## src/hw/spi_reg_pkg.sv

```systemverilog
// Opcodes, register fields, reset values and timing for the register-access command logic.
// Contract
// - Opcode 35h streams the configuration register, repeating per eight clocks.
// - Configuration reads work anytime, even during a running write, showing live contents.
// - Opcode 16h streams the eight-bit bank register, repeating per eight clocks.
// - Opcode 17h plus one byte loads the bank register without write enable.
// - Bank bit 7 off means three-byte addresses take high bits from bank bits.
// - Direct bank write leaves error and busy status bits untouched.
// - After B9h, next register write loads only bank bits 1:0, no enable.
// - That write closes bank access; bank bit 7 keeps its value.
// - Any other command or chip-select cycle after B9h closes bank access.
// - Register write (01h) needs the write-enable latch set beforehand.
// - Exactly 8 data bits write status; 16 write both; else cancelled.
// - Write starts at chip-select rise; busy until done, then latch cleared.
// - A failed register write sets the program error bit, status bit 6.
// - Write-disable bit clear: writes allowed with latch set, any protect pin.
// - Write-disable set, protect pin low, quad bit clear: every status and configuration write refused.
// - Hardware lock ends only with protect pin high; quad mode disables it.
// - Block-protected memory refuses program and erase; the rest accepts them.
// - Opcode 06h sets the write-enable latch, status bit 1.
// - Opcode 05h streams status register one, refreshed per eight clocks.
package spi_reg_pkg;

   localparam logic [7:0] STATUS_ONE_READ_CMD = 8'h05;
   localparam logic [7:0] CONFIG_READ_CMD = 8'h35;
   localparam logic [7:0] BANK_READ_CMD = 8'h16;
   localparam logic [7:0] BANK_WRITE_CMD = 8'h17;
   localparam logic [7:0] BANK_ACCESS_CMD = 8'hb9;
   localparam logic [7:0] REGISTER_WRITE_CMD = 8'h01;
   localparam logic [7:0] WRITE_ENABLE_CMD = 8'h06;

   localparam int SR_WIP_BIT = 0;
   localparam int SR_WEL_BIT = 1;
   localparam int SR_BP_LSB = 2;
   localparam int SR_E_ERR_BIT = 5;
   localparam int SR_P_ERR_BIT = 6;
   localparam int SR_STATUS_WRITE_DISABLE_BIT = 7;
   localparam int CR_QUAD_BIT = 1;
   localparam int BAR_EXTENDED_ADDRESS_CTRL_BIT = 7;

   // Bits a register write may change in status register one
   localparam logic [7:0] SR_WRITE_MASK = 8'h9c;
   localparam logic [7:0] SR_RESET = 8'h00;
   localparam logic [7:0] CR_RESET = 8'h00;
   localparam logic [7:0] BAR_RESET = 8'h00;

   localparam int CLK_PERIOD_NS = 4;
   localparam int REG_WRITE_TIME_NS = 2000;
   localparam int TIMER_W = 10;
   localparam logic [TIMER_W-1:0] REG_WRITE_CYCLES =
      TIMER_W'(REG_WRITE_TIME_NS / CLK_PERIOD_NS);

   localparam logic [4:0] DATA_CNT_SAT = 5'h11;
   localparam logic [4:0] DATA_ONE_BYTE = 5'h08;
   localparam logic [4:0] DATA_TWO_BYTES = 5'h10;

   // Idle level of cs_n, sck, si, wp_n, index order 0..3
   localparam logic [3:0] PIN_IDLE = 4'h9;

   typedef enum logic [1:0] {
      PH_CMD = 2'b00,
      PH_DATA = 2'b01,
      PH_OUT = 2'b11,
      PH_IGNORE = 2'b10
   } phase_t;

endpackage

```

## src/hw/spi_flash_register_access.sv

```systemverilog
// Register-access command interpreter of the serial flash slave, sampled on the system clock.
`timescale 1ns/1ns
module spi_flash_register_access (
   input wire logic clk_sys, // System clock, 250 MHz
   input wire logic reset, // Synchronous reset, active high
   input wire logic cs_n_pin, // Chip select from host, active low
   input wire logic sck_pin, // Serial clock from host
   input wire logic si_pin, // Serial data in
   input wire logic wp_n_pin, // Write protect pin, active low
   input wire logic write_fail, // Register write failure report from the cell array
   input wire logic array_op_bulk, // Array request is a bulk erase
   input wire logic [5:0] array_op_part, // Top six address bits of an array request
   output logic so, // Serial data out
   output logic so_oe, // Serial out enable, high while driving
   output logic array_op_allowed, // Array request falls outside the protected block
   output logic extended_address_ctrl, // Bank register bit 7
   output logic [6:0] bank_bits // Address bits above A23 for three-byte addressing
);

   logic [2:0] sync_q [4];
   logic [3:0] pin_in;
   assign pin_in = {wp_n_pin, si_pin, sck_pin, cs_n_pin};

   genvar g;
   generate
      for (g = 0; g < 4; g++)
      begin : g_sync
         always_ff @(posedge clk_sys)
         begin
            if (reset)
               sync_q[g] <= {3{spi_reg_pkg::PIN_IDLE[g]}};
            else
               sync_q[g] <= {sync_q[g][1:0], pin_in[g]};
         end
      end
   endgenerate

   spi_reg_pkg::phase_t phase, next_phase;
   logic cs_f, sck_f, wp_f, next_cs_f, next_sck_f, next_wp_f;
   logic [2:0] bit_cnt, next_bit_cnt, out_idx, next_out_idx;
   logic [7:0] opcode_sr, next_opcode_sr, cmd, next_cmd;
   logic [15:0] data_sr, next_data_sr;
   logic [7:0] first_byte, next_first_byte, out_snap, next_out_snap;
   logic [4:0] data_cnt, next_data_cnt;
   logic next_so, next_so_oe, next_allowed;
   logic [7:0] sr1, next_sr1, cr, next_cr, bar, next_bar;
   logic [7:0] pend_sr, next_pend_sr, pend_cr, next_pend_cr;
   logic pend_both, next_pend_both, bank_armed, next_bank_armed;
   logic [spi_reg_pkg::TIMER_W-1:0] timer, next_timer;
   logic cs_rise, cs_fall, sck_rise, sck_fall, si_bit, hw_lock, write_in_progress, write_enable_latch;
   logic [7:0] rd_val, full_op;
   logic [6:0] prot_size;

   assign write_in_progress = sr1[spi_reg_pkg::SR_WIP_BIT];
   assign write_enable_latch = sr1[spi_reg_pkg::SR_WEL_BIT];
   assign extended_address_ctrl = bar[spi_reg_pkg::BAR_EXTENDED_ADDRESS_CTRL_BIT];
   assign bank_bits = bar[6:0];

   // A pin change counts once the second and third stages agree
   always_comb
   begin
      next_cs_f = (sync_q[0][1] == sync_q[0][2]) ? sync_q[0][2] : cs_f;
      next_sck_f = (sync_q[1][1] == sync_q[1][2]) ? sync_q[1][2] : sck_f;
      next_wp_f = (sync_q[3][1] == sync_q[3][2]) ? sync_q[3][2] : wp_f;
      cs_rise = ~cs_f & next_cs_f;
      cs_fall = cs_f & ~next_cs_f;
      sck_rise = ~cs_f & ~sck_f & next_sck_f;
      sck_fall = ~cs_f & sck_f & ~next_sck_f;
      si_bit = sync_q[2][2];
   end

   // quad mode frees the protect pin
   assign hw_lock = sr1[spi_reg_pkg::SR_STATUS_WRITE_DISABLE_BIT] & ~wp_f & ~cr[spi_reg_pkg::CR_QUAD_BIT];
   always_comb
   begin
      full_op = {opcode_sr[6:0], si_bit};
      // reads never wait for a write
      case (cmd)
         spi_reg_pkg::CONFIG_READ_CMD: rd_val = cr;
         spi_reg_pkg::BANK_READ_CMD: rd_val = bar;
         default: rd_val = sr1;
      endcase
      // protected block grows downward from the top of the array
      prot_size = 7'h01 << (sr1[spi_reg_pkg::SR_BP_LSB +: 3] - 3'h1);
      if (sr1[spi_reg_pkg::SR_BP_LSB +: 3] == 3'h0)
         next_allowed = 1'b1;
      else if (array_op_bulk)
         next_allowed = 1'b0;
      else
         next_allowed = {1'b0, array_op_part} < (7'h40 - prot_size);
   end

   always_comb
   begin
      next_phase = phase;
      next_bit_cnt = bit_cnt;
      next_opcode_sr = opcode_sr;
      next_cmd = cmd;
      next_data_sr = data_sr;
      next_first_byte = first_byte;
      next_data_cnt = data_cnt;
      next_out_idx = out_idx;
      next_out_snap = out_snap;
      next_so = so;
      next_so_oe = so_oe;
      next_sr1 = sr1;
      next_cr = cr;
      next_bar = bar;
      next_pend_sr = pend_sr;
      next_pend_cr = pend_cr;
      next_pend_both = pend_both;
      next_bank_armed = bank_armed;
      next_timer = timer;

      // self-timed completion clears busy and the latch
      if (write_in_progress)
      begin
         next_timer = timer - 1'b1;
         if (timer == 1)
         begin
            next_sr1 = (sr1 & ~spi_reg_pkg::SR_WRITE_MASK) | (pend_sr & spi_reg_pkg::SR_WRITE_MASK);
            next_sr1[spi_reg_pkg::SR_WIP_BIT] = 1'b0;
            next_sr1[spi_reg_pkg::SR_WEL_BIT] = 1'b0;
            // failure reported through the program error bit
            if (write_fail)
               next_sr1[spi_reg_pkg::SR_P_ERR_BIT] = 1'b1;
            if (pend_both)
               next_cr = pend_cr;
         end
      end

      if (cs_fall)
      begin
         next_phase = spi_reg_pkg::PH_CMD;
         next_bit_cnt = 3'h0;
         next_data_cnt = 5'h00;
      end

      // shift in on rising edges, MSB first
      if (sck_rise)
      begin
         case (phase)
            spi_reg_pkg::PH_CMD:
            begin
               next_opcode_sr = full_op;
               next_bit_cnt = bit_cnt + 3'h1;
               if (bit_cnt == 3'h7)
               begin
                  next_cmd = full_op;
                  next_out_idx = 3'h7;
                  case (full_op)
                     spi_reg_pkg::STATUS_ONE_READ_CMD,
                     spi_reg_pkg::CONFIG_READ_CMD,
                     spi_reg_pkg::BANK_READ_CMD: next_phase = spi_reg_pkg::PH_OUT;
                     spi_reg_pkg::BANK_WRITE_CMD,
                     spi_reg_pkg::BANK_ACCESS_CMD,
                     spi_reg_pkg::REGISTER_WRITE_CMD,
                     spi_reg_pkg::WRITE_ENABLE_CMD: next_phase = spi_reg_pkg::PH_DATA;
                     default: next_phase = spi_reg_pkg::PH_IGNORE;
                  endcase
               end
            end
            spi_reg_pkg::PH_DATA:
            begin
               next_data_sr = {data_sr[14:0], si_bit};
               if (data_cnt != spi_reg_pkg::DATA_CNT_SAT)
                  next_data_cnt = data_cnt + 5'h01;
               if (data_cnt == 5'h07)
                  next_first_byte = {data_sr[6:0], si_bit};
            end
            default: next_phase = phase;
         endcase
      end

      // per-byte snapshot repeats the register each eight clocks
      if (sck_fall && phase == spi_reg_pkg::PH_OUT)
      begin
         next_so_oe = 1'b1;
         next_out_idx = out_idx - 3'h1;
         if (out_idx == 3'h7)
         begin
            next_out_snap = rd_val;
            next_so = rd_val[7];
         end
         else
            next_so = out_snap[out_idx];
      end

      if (cs_rise)
      begin
         next_phase = spi_reg_pkg::PH_CMD;
         next_so_oe = 1'b0;
         next_bit_cnt = 3'h0;
         next_data_cnt = 5'h00;
         // any completed frame closes bank access unless it is B9h itself
         next_bank_armed = (phase == spi_reg_pkg::PH_DATA) &&
            (cmd == spi_reg_pkg::BANK_ACCESS_CMD) && (data_cnt == 5'h00);
         if (phase == spi_reg_pkg::PH_DATA)
         begin
            case (cmd)
               spi_reg_pkg::WRITE_ENABLE_CMD:
               begin
                  // latch set; wins over a completion clear in the same cycle
                  if (data_cnt == 5'h00)
                     next_sr1[spi_reg_pkg::SR_WEL_BIT] = 1'b1;
               end
               spi_reg_pkg::BANK_WRITE_CMD:
               begin
                  if (data_cnt >= spi_reg_pkg::DATA_ONE_BYTE)
                     next_bar = first_byte;
               end
               spi_reg_pkg::REGISTER_WRITE_CMD:
               begin
                  if (bank_armed)
                  begin
                     // only the two low bank bits, bit 7 kept
                     if (data_cnt >= spi_reg_pkg::DATA_ONE_BYTE)
                        next_bar[1:0] = first_byte[1:0];
                  end
                  // latch, exact count and protection gate the write
                  else if (write_enable_latch && !write_in_progress && !hw_lock &&
                     (data_cnt == spi_reg_pkg::DATA_ONE_BYTE ||
                     data_cnt == spi_reg_pkg::DATA_TWO_BYTES))
                  begin
                     next_sr1[spi_reg_pkg::SR_WIP_BIT] = 1'b1;
                     next_timer = spi_reg_pkg::REG_WRITE_CYCLES;
                     next_pend_sr = first_byte;
                     next_pend_cr = data_sr[7:0];
                     next_pend_both = (data_cnt == spi_reg_pkg::DATA_TWO_BYTES);
                  end
               end
               default: next_phase = spi_reg_pkg::PH_CMD;
            endcase
         end
      end
   end

   always_ff @(posedge clk_sys)
   begin
      if (reset)
      begin
         cs_f <= 1'b1;
         sck_f <= 1'b0;
         wp_f <= 1'b1;
         phase <= spi_reg_pkg::PH_CMD;
         bit_cnt <= 3'h0;
         opcode_sr <= 8'h00;
         cmd <= 8'h00;
         data_sr <= 16'h0000;
         first_byte <= 8'h00;
         data_cnt <= 5'h00;
         out_idx <= 3'h7;
         out_snap <= 8'h00;
         so <= 1'b0;
         so_oe <= 1'b0;
         sr1 <= spi_reg_pkg::SR_RESET;
         cr <= spi_reg_pkg::CR_RESET;
         bar <= spi_reg_pkg::BAR_RESET;
         pend_sr <= 8'h00;
         pend_cr <= 8'h00;
         pend_both <= 1'b0;
         bank_armed <= 1'b0;
         timer <= '0;
         array_op_allowed <= 1'b0;
      end
      else
      begin
         cs_f <= next_cs_f;
         sck_f <= next_sck_f;
         wp_f <= next_wp_f;
         phase <= next_phase;
         bit_cnt <= next_bit_cnt;
         opcode_sr <= next_opcode_sr;
         cmd <= next_cmd;
         data_sr <= next_data_sr;
         first_byte <= next_first_byte;
         data_cnt <= next_data_cnt;
         out_idx <= next_out_idx;
         out_snap <= next_out_snap;
         so <= next_so;
         so_oe <= next_so_oe;
         sr1 <= next_sr1;
         cr <= next_cr;
         bar <= next_bar;
         pend_sr <= next_pend_sr;
         pend_cr <= next_pend_cr;
         pend_both <= next_pend_both;
         bank_armed <= next_bank_armed;
         timer <= next_timer;
         array_op_allowed <= next_allowed;
      end
   end

   logic exec_data;
   assign exec_data = cs_rise && phase == spi_reg_pkg::PH_DATA;
   a_wel_set: assert property (@(posedge clk_sys) disable iff (reset)
      exec_data && cmd == spi_reg_pkg::WRITE_ENABLE_CMD && data_cnt == 5'h00 |=> write_enable_latch)
      else $error("write enable did not set the latch");

   a_bar_load: assert property (@(posedge clk_sys) disable iff (reset)
      exec_data && cmd == spi_reg_pkg::BANK_WRITE_CMD && data_cnt >= 5'h08
      |=> bar == $past(first_byte))
      else $error("bank write did not load the byte");

   a_bar_status: assert property (@(posedge clk_sys) disable iff (reset)
      exec_data && cmd == spi_reg_pkg::BANK_WRITE_CMD && !write_in_progress |=> !write_in_progress && $stable(sr1[6:5]))
      else $error("bank write disturbed status");

   a_access_keep: assert property (@(posedge clk_sys) disable iff (reset)
      exec_data && bank_armed && cmd == spi_reg_pkg::REGISTER_WRITE_CMD
      |=> $stable(bar[7:2]) && !bank_armed && !write_in_progress)
      else $error("bank access write touched more than two bits");

   a_access_close: assert property (@(posedge clk_sys) disable iff (reset)
      cs_rise && cmd != spi_reg_pkg::BANK_ACCESS_CMD |=> !bank_armed)
      else $error("bank access stayed open");

   a_wrr_count: assert property (@(posedge clk_sys) disable iff (reset)
      exec_data && !bank_armed && !write_in_progress && cmd == spi_reg_pkg::REGISTER_WRITE_CMD &&
      data_cnt != 5'h08 && data_cnt != 5'h10 |=> !write_in_progress)
      else $error("odd length register write started");

   a_hw_lock: assert property (@(posedge clk_sys) disable iff (reset)
      exec_data && !bank_armed && !write_in_progress && hw_lock |=> !write_in_progress)
      else $error("locked register write started");

   a_wel_needed: assert property (@(posedge clk_sys) disable iff (reset)
      $rose(write_in_progress) |-> $past(write_enable_latch))
      else $error("register write without the latch");

   a_wip_end: assert property (@(posedge clk_sys) disable iff (reset)
      $rose(write_in_progress) |-> write_in_progress[*8] ##0 (timer == spi_reg_pkg::REG_WRITE_CYCLES - 10'd7))
      else $error("busy bit dropped early");

   a_wel_clear: assert property (@(posedge clk_sys) disable iff (reset)
      $fell(write_in_progress) && !$past(cs_rise) |-> !write_enable_latch)
      else $error("latch not cleared at completion");
endmodule

```

## config.mk

```make
export PLATFORM = sky130hd
export DESIGN_NAME = spi_flash_register_access
export DESIGN_NICKNAME = d
export VERILOG_FILES = /design/src/hw/spi_reg_pkg.sv /design/src/hw/spi_flash_register_access.sv
export SDC_FILE = /design/constraint.sdc
export NUM_CORES = 1
export LEC_CHECK = 0
export BUFFER_PORTS_ARGS = -buffer_cell sky130_fd_sc_hd__buf_2
export CAP_MARGIN = 20
export CORE_ASPECT_RATIO = 1.2
export CORE_MARGIN = 2
export CORE_UTILIZATION = 55
export CTS_CLUSTER_SIZE = 16
export DETAILED_ROUTE_END_ITERATION = 7
export GPL_TIMING_DRIVEN = 0
export PLACE_DENSITY = 0.82
export SYNTH_ARGS = -nofsm -noshare
export SYNTH_HDL_FRONTEND = slang
export SYNTH_SLANG_ARGS = --single-unit
```

## constraint.sdc

```tcl
create_clock -name clk_sys -period 1.65 [get_ports clk_sys]
set_input_delay 0.33 -clock clk_sys [delete_from_list [all_inputs] [get_ports clk_sys]]
set_output_delay 0.33 -clock clk_sys [all_outputs]
set_load 0.02 [all_outputs]
```

* Word-level counts from Yosys, hierarchy flattened
Memory sizes are Yosys's and may differ from the RTL's. Cells that the tools add are included.
Cells by class: shift-type cells 1, multiplexer cells 51, reductions and logical operators 30, order comparisons 3, add/sub/neg operators 6, bitwise gates (word level) 20, equality and inequality tests 29
Operator list (count):
- $mux W10 | 6
- $mux W3 | 11
- $eq A8 B5 Y1 const B | 4
- $eq A8 B3 Y1 const B | 3
- $mux W2 | 10
- $mux W5 | 4
- $eq A8 B1 Y1 const B | 2
- $eq A8 B6 Y1 const B | 2
- $eq A8 B8 Y1 const B | 2
- $pmux W8 S2 | 1
- $mux W1 | 15
- $pmux W2 S2 | 3
- $reduce_and A3 Y1 | 4
- $eq A10 B1 Y1 const B | 1
- $sub A10 B1 Y10 const B | 1
- $and A1 B1 Y1 | 8
- $or A7 B8 Y8 | 1
- $reduce_and A2 Y1 | 4
- $reduce_bool A2 Y1 | 4
- $lt A6 B7 Y1 | 1
- $not A1 Y1 | 7
- $shl A1 B3 Y7 const A | 1
- $sub A7 B7 Y7 const A | 1
- $eq A3 B3 Y1 const B | 2
- 28 further kinds | 42
Word-level totals: memories 1, output and inout port bits 11, input port bits 14, bits in writable memories 12, register bits 110, word-level logic and storage cells 166
Memories:
- sync_q | words 4, width 3, rd ports 4, clocked after memory_dff 0, write ports 4, RTL line spi_flash_register_access.sv:20 | logic [2:0] sync_q [4];

* Logic depth before layout (Yosys ltp)
Gate-level depths: netlist of the first run.
word-level depth 11, mapped depth 10, gate-level depth less buffers 9

* Worst setup path after synthesis of the first run
OpenSTA, ideal clock, no wires.
path kind register -> register, from register sr1[2], to register array_op_allowed, arrival 1719 ps, clock period less this slack 1794 ps, required time 1576 ps, library setup time 74 ps, stages on the path, launching flop included 10, path buffers 1, setup slack -144 ps, cells stage by stage dfxtp_1 -> clkbuf_1 -> nor2_1 -> ha_1 -> nand2_1 -> ha_1 -> a21o_1 -> a21oi_1 -> o221ai_1 -> o21ai_0
Between the ends: word-level cells in the longest chain between the ends 6, elaborated cells between the ends (all ways) 7, classes of those cells add/sub: 2; order compare: 1; shift: 1; mux: 2; reduce/logical: 1
Ends and longest elaborated chain:
- start, declared | RTL line spi_flash_register_access.sv:46 | logic [7:0] sr1, next_sr1, cr, next_cr, bar, next_bar;
- start signal, assigned | RTL line spi_flash_register_access.sv:256 | sr1 <= spi_reg_pkg::SR_RESET;
- start signal, assigned | RTL line spi_flash_register_access.sv:282 | sr1 <= next_sr1;
- $sub A3 B1 Y3 | RTL line spi_flash_register_access.sv:84 | prot_size = 7'h01 << (sr1[spi_reg_pkg::SR_BP_LSB +: 3] - 3'h1);
- $shl A1 B3 Y7 | RTL line spi_flash_register_access.sv:84
- $sub A7 B7 Y7 | RTL line spi_flash_register_access.sv:90 | next_allowed = {1'b0, array_op_part} < (7'h40 - prot_size);
- $lt A6 B7 Y1 | RTL line spi_flash_register_access.sv:90
- $mux W1 | RTL line spi_flash_register_access.sv:87 | else if (array_op_bulk)
- $mux W1 (*) | RTL line spi_flash_register_access.sv:85 | if (sr1[spi_reg_pkg::SR_BP_LSB +: 3] == 3'h0)
- end signal, assigned | RTL line spi_flash_register_access.sv:290 | array_op_allowed <= next_allowed;
- end, declared | RTL line spi_flash_register_access.sv:15 | output logic array_op_allowed,
Mark *: on every way between the ends. The rest lies on a longest branch, timed or not. A chain may end at the register's enable or synchronous reset.

* Final worst setup path of the first run
from register timer[7] (netlist bit), to register sr1[1]
Between the ends: word-level cells in the longest chain between the ends 7
Ends and longest elaborated chain:
- start, declared | RTL line spi_flash_register_access.sv:49 | logic [spi_reg_pkg::TIMER_W-1:0] timer, next_timer;
- start signal, assigned | RTL line spi_flash_register_access.sv:289 | timer <= next_timer;
- $eq A10 B1 Y1 (*) | RTL line spi_flash_register_access.sv:119 | if (timer == 1)
- $mux W2 (*) | RTL line spi_flash_register_access.sv:119
- $mux W2 (*) | RTL line spi_flash_register_access.sv:116 | if (write_in_progress)
- $mux W1 | RTL line spi_flash_register_access.sv:204 | if (data_cnt == 5'h00)
- $mux W1 | RTL line spi_flash_register_access.sv:200 | case (cmd)
- $mux W2 | RTL line spi_flash_register_access.sv:198 | if (phase == spi_reg_pkg::PH_DATA)
- $mux W2 (*) | RTL line spi_flash_register_access.sv:189 | if (cs_rise)
Marks and branches as above.

==> results of run 1 <==
flip-flops by register name, summed over array words and instances, names as in the netlist, 4 cells and up:
name / flops
data_cnt: 5
cmd: 8
pend_cr: 8
timer: 10
opcode_sr: 7
data_sr: 8
cr: 8
out_snap: 8
pend_sr: 4
sr1: 7
bar: 8
sync_q: 12
first_byte: 8
through the flow:
step | hold WS (ps) | setup TNS [ps] | instance area (µm²)
2_1_floorplan | 389.5 | -481.8 | 5116
4_1_cts | 21.19 | -2002 | 6491
5_1_grt | 44.89 | -4406 | 6814
3_5_place_dp | 399.1 | -11180 | 5381
3_3_place_gp | 398.6 | -8663 | 5381
6_report | 31.83 | -2400 | 6814
power by group through the flow:
| stage | clock, mW | combinational [mW] | sequential [mW] |
|---|---|---|---|
| 2_1_floorplan | 0 | 0.0740 | 2.91 |
| 3_3_place_gp | 0 | 0.121 | 2.91 |
| 3_5_place_dp | 0 | 0.125 | 2.91 |
| 4_1_cts | 4.02 | 0.135 | 2.85 |
| 5_1_grt | 4.20 | 0.155 | 2.85 |
| 6_report | 4.04 | 0.145 | 2.85 |
cell usage in the layout (no fill, tap or decap), types with 8 or more instances in the layout:
cell type,synthesis,routed
sky130_fd_sc_hd__dfxtp_1,117,88
sky130_fd_sc_hd__nand2_1,83,77
sky130_fd_sc_hd__nor2_1,61,57
sky130_fd_sc_hd__a21oi_1,55,48
sky130_fd_sc_hd__buf_4,0,36
sky130_fd_sc_hd__mux2i_1,37,35
sky130_fd_sc_hd__buf_2,8,27
sky130_fd_sc_hd__dfxtp_2,0,27
sky130_fd_sc_hd__clkbuf_16,0,16
sky130_fd_sc_hd__nor3_1,20,15
sky130_fd_sc_hd__inv_1,15,13
sky130_fd_sc_hd__nand3_1,14,13
sky130_fd_sc_hd__clkbuf_1,22,11
sky130_fd_sc_hd__ha_1,15,11
sky130_fd_sc_hd__clkbuf_8,5,9
sky130_fd_sc_hd__or2_2,9,9
sky130_fd_sc_hd__a22o_1,8,8
sky130_fd_sc_hd__nor2b_1,9,8
cell type report:
type / instances / area, µm²
multi-input cells: 413 / 2890
flip-flops and latches: 117 / 2384
repair buffers: 62 / 436.7
inverters: 15 / 56.30
well taps: 120 / 150.1
plain buffers: 30 / 241.5
fillers: 552 / 2220
clock inverters: 12 / 200.2
clock buffers: 20 / 455.4
layer usage:
layer / share of wire [%] / global-route usage (%) / vias to the layer above
met5: 0 / 0 / -
li1: - / - / 2169
met1: 38 / 33.51 / 2339
met2: 49 / 48.42 / 305
met4: 4.8 / 15.67 / 0
met3: 8.3 / 8.293 / 88
timing repair:
action | 4_1_cts | 5_1_grt
buffers inserted | 15 | 21
pin swaps | 20 | 24
gates resized for setup | 81 | 63
gates cloned | 2 | 0
endpoints found under the setup margin | 81 | 73
endpoints found under the hold margin | 2 | 0
hold buffers | 2 | 0
worst max-delay path: stages (launching register included):
cell and delay [ps]:
sky130_fd_sc_hd__dfxtp_2 320, sky130_fd_sc_hd__or4_4 570, sky130_fd_sc_hd__nor3_1 390, sky130_fd_sc_hd__nand2_2 180, sky130_fd_sc_hd__a32oi_1 200, sky130_fd_sc_hd__nor2_1 60
worst paths after layout:
kind,slack (ps),start,to,depth (start not counted)
setup / recovery,-190,timer[7],sr1[1],5
hold / removal,30,si_pin,sync_q[2][0],2
setup reg to reg,-190,timer[7],sr1[1],5
hold reg to reg,420,sync_q[3][0],sync_q[3][1],1
kinds of logic after synthesis:
| family | count (synthesis) |
|---|---|
| AOI/OAI and AO/OA | 103 |
| xor gates and xnor gates | 11 |
| muxes | 37 |
| and+or+nand+nor | 247 |
| adders and majority gates | 15 |
| DFF | 117 |
| buffers and inverters | 50 |
==> summary.md, run 1 <==
| Metric | Value |
|---|---|
| Worst setup path class | reg -> reg |
| Adder-cell share of the synthesized area | between 3 and 4% |
| Gate Count Post-Synth | 580 |
| Power density over the cells | 1033 mW/mm² |
| Number of placement rows | 38 |
| Clock sinks | 117 |
| DPL Wire Length | 8450 µm |
| Simple-gate area share of the yosys netlist | 24.20% |
| Critical path peak fanout | 5 |
| Portion of the post-synthesis area used by sequential elements | 45.81% |
| Number of DRC violations after detailed routing | 0 |
| Clock insertion delay at the later pin of the skew report | roughly 520 ps |
| Setup-failing EPs final | 30 |
| Ports | 25 |
| Result of the run | finished, violations left |
| H-tree depth | 4 |
| Skew final | 6.601 ps |
| Class of the worst hold path | in -> reg |
| CTS tree | built |
| Net switching component of the power | roughly 1.4 mW |
| Net Count, Synth | 609 |
| Number of buffers added on ports | 23 |
| Dominant cell by count in the synthesized netlist | sky130_fd_sc_hd__dfxtp_1 |
| Part of the total power dissipated in the clock network | 57.5% |
| Combinational fraction of design power | 2.1% |
| Worst max-slew margin expressed relative to the limit | 56.90% |
| Number of antenna violations at the first check in global routing | 0 |
| Reg power frac | 40.5% |
| Internal power | 5.616 mW |
| Max-capacitance violation count | 0 |
| Synthesized-area fraction occupied by ao, oa, aoi and oai cells | 12.33% |
| Chip height | 109.6 µm |
| Min cycle time layout | 1842 ps |
| Leak Pwr | 2.717 nW |
| Global routing usage summed across all routing layers | 28.86% |
| Number of max-slew violations in the final report | 0 |
| Largest net degree at the start of global routing | 17 |
| Weighted congestion reported at the end of routability-driven placement | between 0.8 and 0.9 |
| Data required time of the critical path | 2040 ps |
| Final hold violations | 0 |
| Post-synthesis instance area | 0.005112 mm² |
| Horiz. Die Dim | 92.01 µm |
| Maximum ir drop on the vdd rail | 0.9617 mV |
| Root buffer cell | sky130_fd_sc_hd__clkbuf_8 |
| Count of warnings emitted by yosys | 0 |
| Post-route fraction of the period consumed by the critical path | 111.6% |
| Overall Power | just over 7 mW |
| Violations in the final reports | negative setup slack |
| Via count of the first global-routing pass | about 4500 |
| GR Overflow Total | 0 |
| Crit. End Element | flip-flop |
| Number of DRC violations after detailed-routing iteration 0 | 479 |
| Share of layout cells above drive strength 1 | 31.39% |
| Routed wirelength normalized by instance count | 19.74 µm |
| Worst setup SP type | flip-flop |
| Most instantiated cells after synthesis | sky130_fd_sc_hd__dfxtp_1 (117), sky130_fd_sc_hd__nand2_1 (83), sky130_fd_sc_hd__nor2_1 (61), sky130_fd_sc_hd__a21oi_1 (55), sky130_fd_sc_hd__mux2i_1 (37) |
| Max Freq | 0.5429 GHz |
| Number of enable flip-flop cells after synthesis | 0 |
| Worst Slack Setup Final | -191.8 ps |
| Count of unique library cells instantiated by Yosys | 57 |
| Placed insts | between 700 and 800 |
| Number of buffers inserted during clock tree synthesis | 17 |
| Inserted Diodes | 0 |
| Setup repair after global routing missed its margin | yes |
| Xor-xnor portion of the synthesized cell area | 1.884% |
| Fraction of power spent switching nets | 20.19% |
| Fin nets | 685 |
| Average vias per placed instance | 6.212 |
| Number of buffers on the longest clock path | 2 |
| Post-synthesis average cell area | 8.814 µm² |
| Worst setup timing slack at the placement stage | -435.7 ps |
| Detailed-routing iteration count for the pre-antenna-repair pass | 6 |
| Fraction of the core area covered by cells at the end of the flow | 75.43% |
| Global-route wire length before repair | 22400 µm |
| Number of flip-flops and latches in the synthesized netlist | 117 |
| Non-filler instance count after layout | 789 |
| Fraction of post-synthesis cell area in the top cell type by area | between 40% and 50% |
| Standard cell core area | around 0.009 mm² |
| Portion of netlist area occupied by mux cells | 7.244% |
| Detailed-route via count | about 4900 |
| Cell type contributing the most total cell area after synthesis | sky130_fd_sc_hd__dfxtp_1 |
| Clock transition time at the flip-flop clock pins of the worst setup and hold paths | 60 ps |
| Worst-margin pin slew | 646.5 ps |
| Starting Density | 56.59% |
| Fraction of registers with async set/reset | 0% |
| Most frequently used flop master after synthesis | sky130_fd_sc_hd__dfxtp_1 |
| Number of antenna-violating nets in the routed design | 0 |
| Total Die Area | between 0.01 and 0.015 mm² |
| Total detailed-routing wirelength | roughly 16000 µm |
| Combinational family with the most area after synthesis | simple AND/OR/NAND/NOR gates |
| Arrival time reported for the critical path endpoint | between 2000 and 2500 ps |
| Area Overhead vs Synth | 33.28% |
| Largest cells by area after synthesis | sky130_fd_sc_hd__dfxtp_1 (46%), sky130_fd_sc_hd__mux2i_1 (7.2%), sky130_fd_sc_hd__nand2_1 (6.1%) |
No activity file was read; power rests on OpenSTA's default activity.
==> run 2, diff against run 1 <==
--- a/config.mk
+++ b/config.mk
@@ -5,6 +5,8 @@
 export SDC_FILE = /design/constraint.sdc
 export NUM_CORES = 1
 export LEC_CHECK = 0
+export ABC_AREA = 1
+export ABC_CLOCK_PERIOD_IN_PS = 1650
 export BUFFER_PORTS_ARGS = -buffer_cell sky130_fd_sc_hd__buf_2
 export CAP_MARGIN = 20
 export CORE_ASPECT_RATIO = 1.2
@@ -13,7 +15,8 @@
 export CTS_CLUSTER_SIZE = 16
 export DETAILED_ROUTE_END_ITERATION = 7
 export GPL_TIMING_DRIVEN = 0
-export PLACE_DENSITY = 0.82
+export PLACE_DENSITY = 0.81
+export SETUP_SLACK_MARGIN = 0.2
 export SYNTH_ARGS = -nofsm -noshare
 export SYNTH_HDL_FRONTEND = slang
 export SYNTH_SLANG_ARGS = --single-unit
==> summary.md, run 2 <==
| Metric | Value |
|---|---|
| Post-route cell area | 0.006864 mm² (+0.73%) |
| Power density over the cells | 947.4 mW/mm² (-8.3%) |
| Non-filler instance count after layout | 930 (+18%) |
| Horiz. Die Dim | 93.53 µm (+1.7%) |
| Number of buffers on the longest clock path | 2 (unchanged) |
| Cell type contributing the most total cell area after synthesis | sky130_fd_sc_hd__dfxtp_1 |
| Post-route fraction of the period consumed by the critical path | 102.0% (-9.7 points) |
| Number of buffers inserted during clock tree synthesis | 17 (unchanged) |
| Weighted congestion reported at the end of routability-driven placement | 0.8959 (+3.8%) |
| Arrival time reported for the critical path endpoint | 2020 ps (-210 ps) |
| Number of placement rows | 39 (+2.6%) |
| Global routing usage summed across all routing layers | 27.00% (-1.9 points) |
| Highest-count cells in the layout ignoring fill and taps | sky130_fd_sc_hd__nand2_1 (119), sky130_fd_sc_hd__dfxtp_1 (102), sky130_fd_sc_hd__nor2_1 (93) |
| Area Overhead vs Synth | 29.75% |
| Number of DRC violations after detailed-routing iteration 0 | 602 (+26%) |
| Total detailed-routing wirelength | 15620 µm (+0.31%) |
| GR Overflow Total | 0 (unchanged) |
| Class of the worst hold path | in -> reg |
| Worst setup SP type | flip-flop |
| Share of layout cells above drive strength 1 | 28.75% (-2.6 points) |
| Max reg flops | 12 (unchanged) |
| Largest cells by area after synthesis | sky130_fd_sc_hd__dfxtp_1 (44%), sky130_fd_sc_hd__nand2_1 (9.6%), sky130_fd_sc_hd__nor2_1 (7.9%) |
| Placed insts | 869 (+20%) |
| Root buffer cell | sky130_fd_sc_hd__clkbuf_16 |
| Routed wirelength normalized by instance count | 16.80 µm (-15%) |
| Maximum ir drop on the vdd rail | 0.9301 mV (-3.3%) |
| Worst max-slew margin expressed relative to the limit | 54.69% (-2.2 points) |
| Global-route wire length before repair | 22160 µm (-1.1%) |
| Total Die Area | 0.01042 mm² (+3.3%) |
| Via count of the first global-routing pass | 4864 (+7.1%) |
| Register bank with the most flops | sync_q |
| Count of unique library cells instantiated by Yosys | 33 (-42%) |
| H-tree depth | 4 (unchanged) |
| Net Count, Synth | 752 (+23%) |
| Starting Density | 56.17% (-0.42 points) |
| Skew final | 7.479 ps (+0.8784 ps) |
| Commonest non-fill, non-tap cell in the layout | sky130_fd_sc_hd__nand2_1 |
| Post-synthesis instance area | 0.005290 mm² (+3.5%) |
| Fin nets | 826 (+21%) |
| DPL Wire Length | 9135 µm (+8.1%) |
| Clock transition time at the flip-flop clock pins of the worst setup and hold paths | 50 ps (about the same) |
| Max Freq | 0.5945 GHz (+9.5%) |
| Clock insertion delay at the later pin of the skew report | 420 ps (-100 ps) |
| Most instantiated cells after synthesis | sky130_fd_sc_hd__nand2_1 (135), sky130_fd_sc_hd__dfxtp_1 (117), sky130_fd_sc_hd__nor2_1 (112), sky130_fd_sc_hd__inv_1 (73), sky130_fd_sc_hd__a21oi_1 (62) |
| Gate Count Post-Synth | 723 (+25%) |
| Setup-failing EPs final | 1 (-97%) |
| Overall Power | 6.503 mW (-7.6%) |
| Number of antenna violations at the first check in global routing | 0 (unchanged) |
| Post-synthesis average cell area | 7.317 µm² (-17%) |
| Most frequently used flop master after synthesis | sky130_fd_sc_hd__dfxtp_1 |
| Count of warnings emitted by yosys | 0 (unchanged) |
| Number of max-slew violations in the final report | 0 (unchanged) |
| Worst-margin pin slew | 679.6 ps (+33.15 ps) |
| Violations in the final reports | negative setup slack |
| Instance area at placement | 0.005563 mm² (+3.4%) |
| Inserted Diodes | 0 (unchanged) |
| Detailed-routing iteration count for the pre-antenna-repair pass | 7 (+1) |
| Result of the run | finished, violations left |
| Final total negative setup slack | -32.23 ps (+2368 ps) |
| Number of antenna-violating nets in the routed design | 0 (unchanged) |
| Standard cell core area | 0.009418 mm² (+4.3%) |
| Ports | 25 (unchanged) |
| Max-capacitance violation count | 0 (unchanged) |
| Portion of the post-synthesis area used by sequential elements | 44.28% (-1.5 points) |
| Dominant cell by count in the synthesized netlist | sky130_fd_sc_hd__nand2_1 |
| Crit. End Element | flip-flop |
| Largest net degree at the start of global routing | 17 (unchanged) |
| Chip height | 111.4 µm (+1.7%) |
| Leak Pwr | 2.880 nW (+6.0%) |
| Detailed-route via count | 5429 (+11%) |
| Number of flip-flops and latches in the synthesized netlist | 117 (unchanged) |
| Largest registers | sync_q: 12 flops, timer: 10 flops |
| Min cycle time layout | 1682 ps (-159.6 ps) |
| Worst Slack Setup Final | -32.23 ps (+159.6 ps) |
| Number of DRC violations after detailed routing | 0 (unchanged) |
| CTS tree | built |
| Critical path peak fanout | 5 (unchanged) |
| Fraction of post-synthesis cell area in the top cell type by area | 44.28% (-1.5 points) |
| Data required time of the critical path | 1990 ps (-50 ps) |
| Setup repair after global routing missed its margin | yes |
| Number of buffers added on ports | 23 (unchanged) |
| Final hold violations | 0 (unchanged) |
| R2R Setup Slk | -30 ps (+160 ps) |
| Fraction of registers with async set/reset | 0% (unchanged) |
| Worst setup path class | reg -> reg |
| Number of enable flip-flop cells after synthesis | 0 (unchanged) |
| Average vias per placed instance | 5.838 (-6.0%) |
| Clock sinks | 117 (unchanged) |
## run 2: cell types whose count changed in the layout (fill, tap and decap cells not counted), sizes merged, moves of 8 or more
cell / previous run / this run
nand2: 84 / 140
nor3: 20 / 9
nor2b: 9 / 0
inv: 15 / 80
nand3: 14 / 42
a22o: 8 / 0
o21ai: 10 / 75
nor2: 62 / 123
mux2i: 37 / 0
## run 2: power by group
part           internal [mW]  switching [mW]  leakage, nW
Combinational         0.0488           0.102         1.65
Sequential              2.83         0.00790        0.952
Clock                   2.27            1.24        0.281
Total                   5.15            1.35         2.88
## run 2: cell families (layout without fill, tap and decap cells)
group	Yosys count	after routing	share of synthesized area, %
AO/OA/AOI/OAI	154	154	15.28
XOR/XNOR	4	4	0.6622
adder cells (fa/ha/maj)	15	15	3.548
buffers and inverters	105	189	8.372
flip-flops	117	117	44.28
AND/OR/NAND/NOR	328	328	27.86
## run 2: worst paths after layout
path | startpoint | to | cells after the start
max | sr1[2] | array_op_allowed | 9
min | cs_n_pin | sync_q[0][0] | 2
max reg2reg | sr1[2] | array_op_allowed | 9
min reg2reg | sync_q[2][1] | sync_q[2][2] | 2
## run 2: critical path, cell delays in order (launching register included)
cell,delay (ps)
sky130_fd_sc_hd__dfxtp_4,370
sky130_fd_sc_hd__nor2_4,50
sky130_fd_sc_hd__ha_4,290
sky130_fd_sc_hd__o21ai_1,90
sky130_fd_sc_hd__ha_1,310
sky130_fd_sc_hd__a21oi_1,160
sky130_fd_sc_hd__nand2_1,80
sky130_fd_sc_hd__nand2_1,60
sky130_fd_sc_hd__nand3_1,60
sky130_fd_sc_hd__a21oi_1,130
## run 2: per-stage QoR
step / util, % / worst slack, ps / hold WS (ps)
2_1_floorplan: - / 130.0 / 388.3
3_3_place_gp: 59.07 / -62.59 / 391.5
3_5_place_dp: 59.07 / -112.7 / 395.3
4_1_cts: 67.56 / 56.27 / 101.5
5_1_grt: 72.88 / -90.07 / 111.5
6_report: 72.88 / -32.23 / 91.21
## run 2: what timing repair did
item | in CTS | in global routing
gates resized for setup | 49 | 109
pin swaps | 13 | 34
hold buffers | 0 | 0
cloned | 2 | 2
setup buffers | 7 | 21
endpoints found under the setup margin | 47 | 85
## run 2: area by class of cell
type                            instances  area [µm²]
Buffer                                 22       148.9
Clock buffer                           25       515.5
Clock inverter                          4       45.04
Fill cell                             583        2554
Inverter                               83       336.6
Multi-Input combinational cell        501        2873
Sequential cell                       117        2381
Tap cell                              123       153.9
Timing Repair Buffer                   55       410.4
## run 2: layer usage
metal	wire, µm	vias up	track usage [%]
met4	740	0	10.05
met3	1141	93	6.698
met5	0	-	0
met1	5828	2550	31.21
met2	7913	286	47.77
li1	-	2500	-
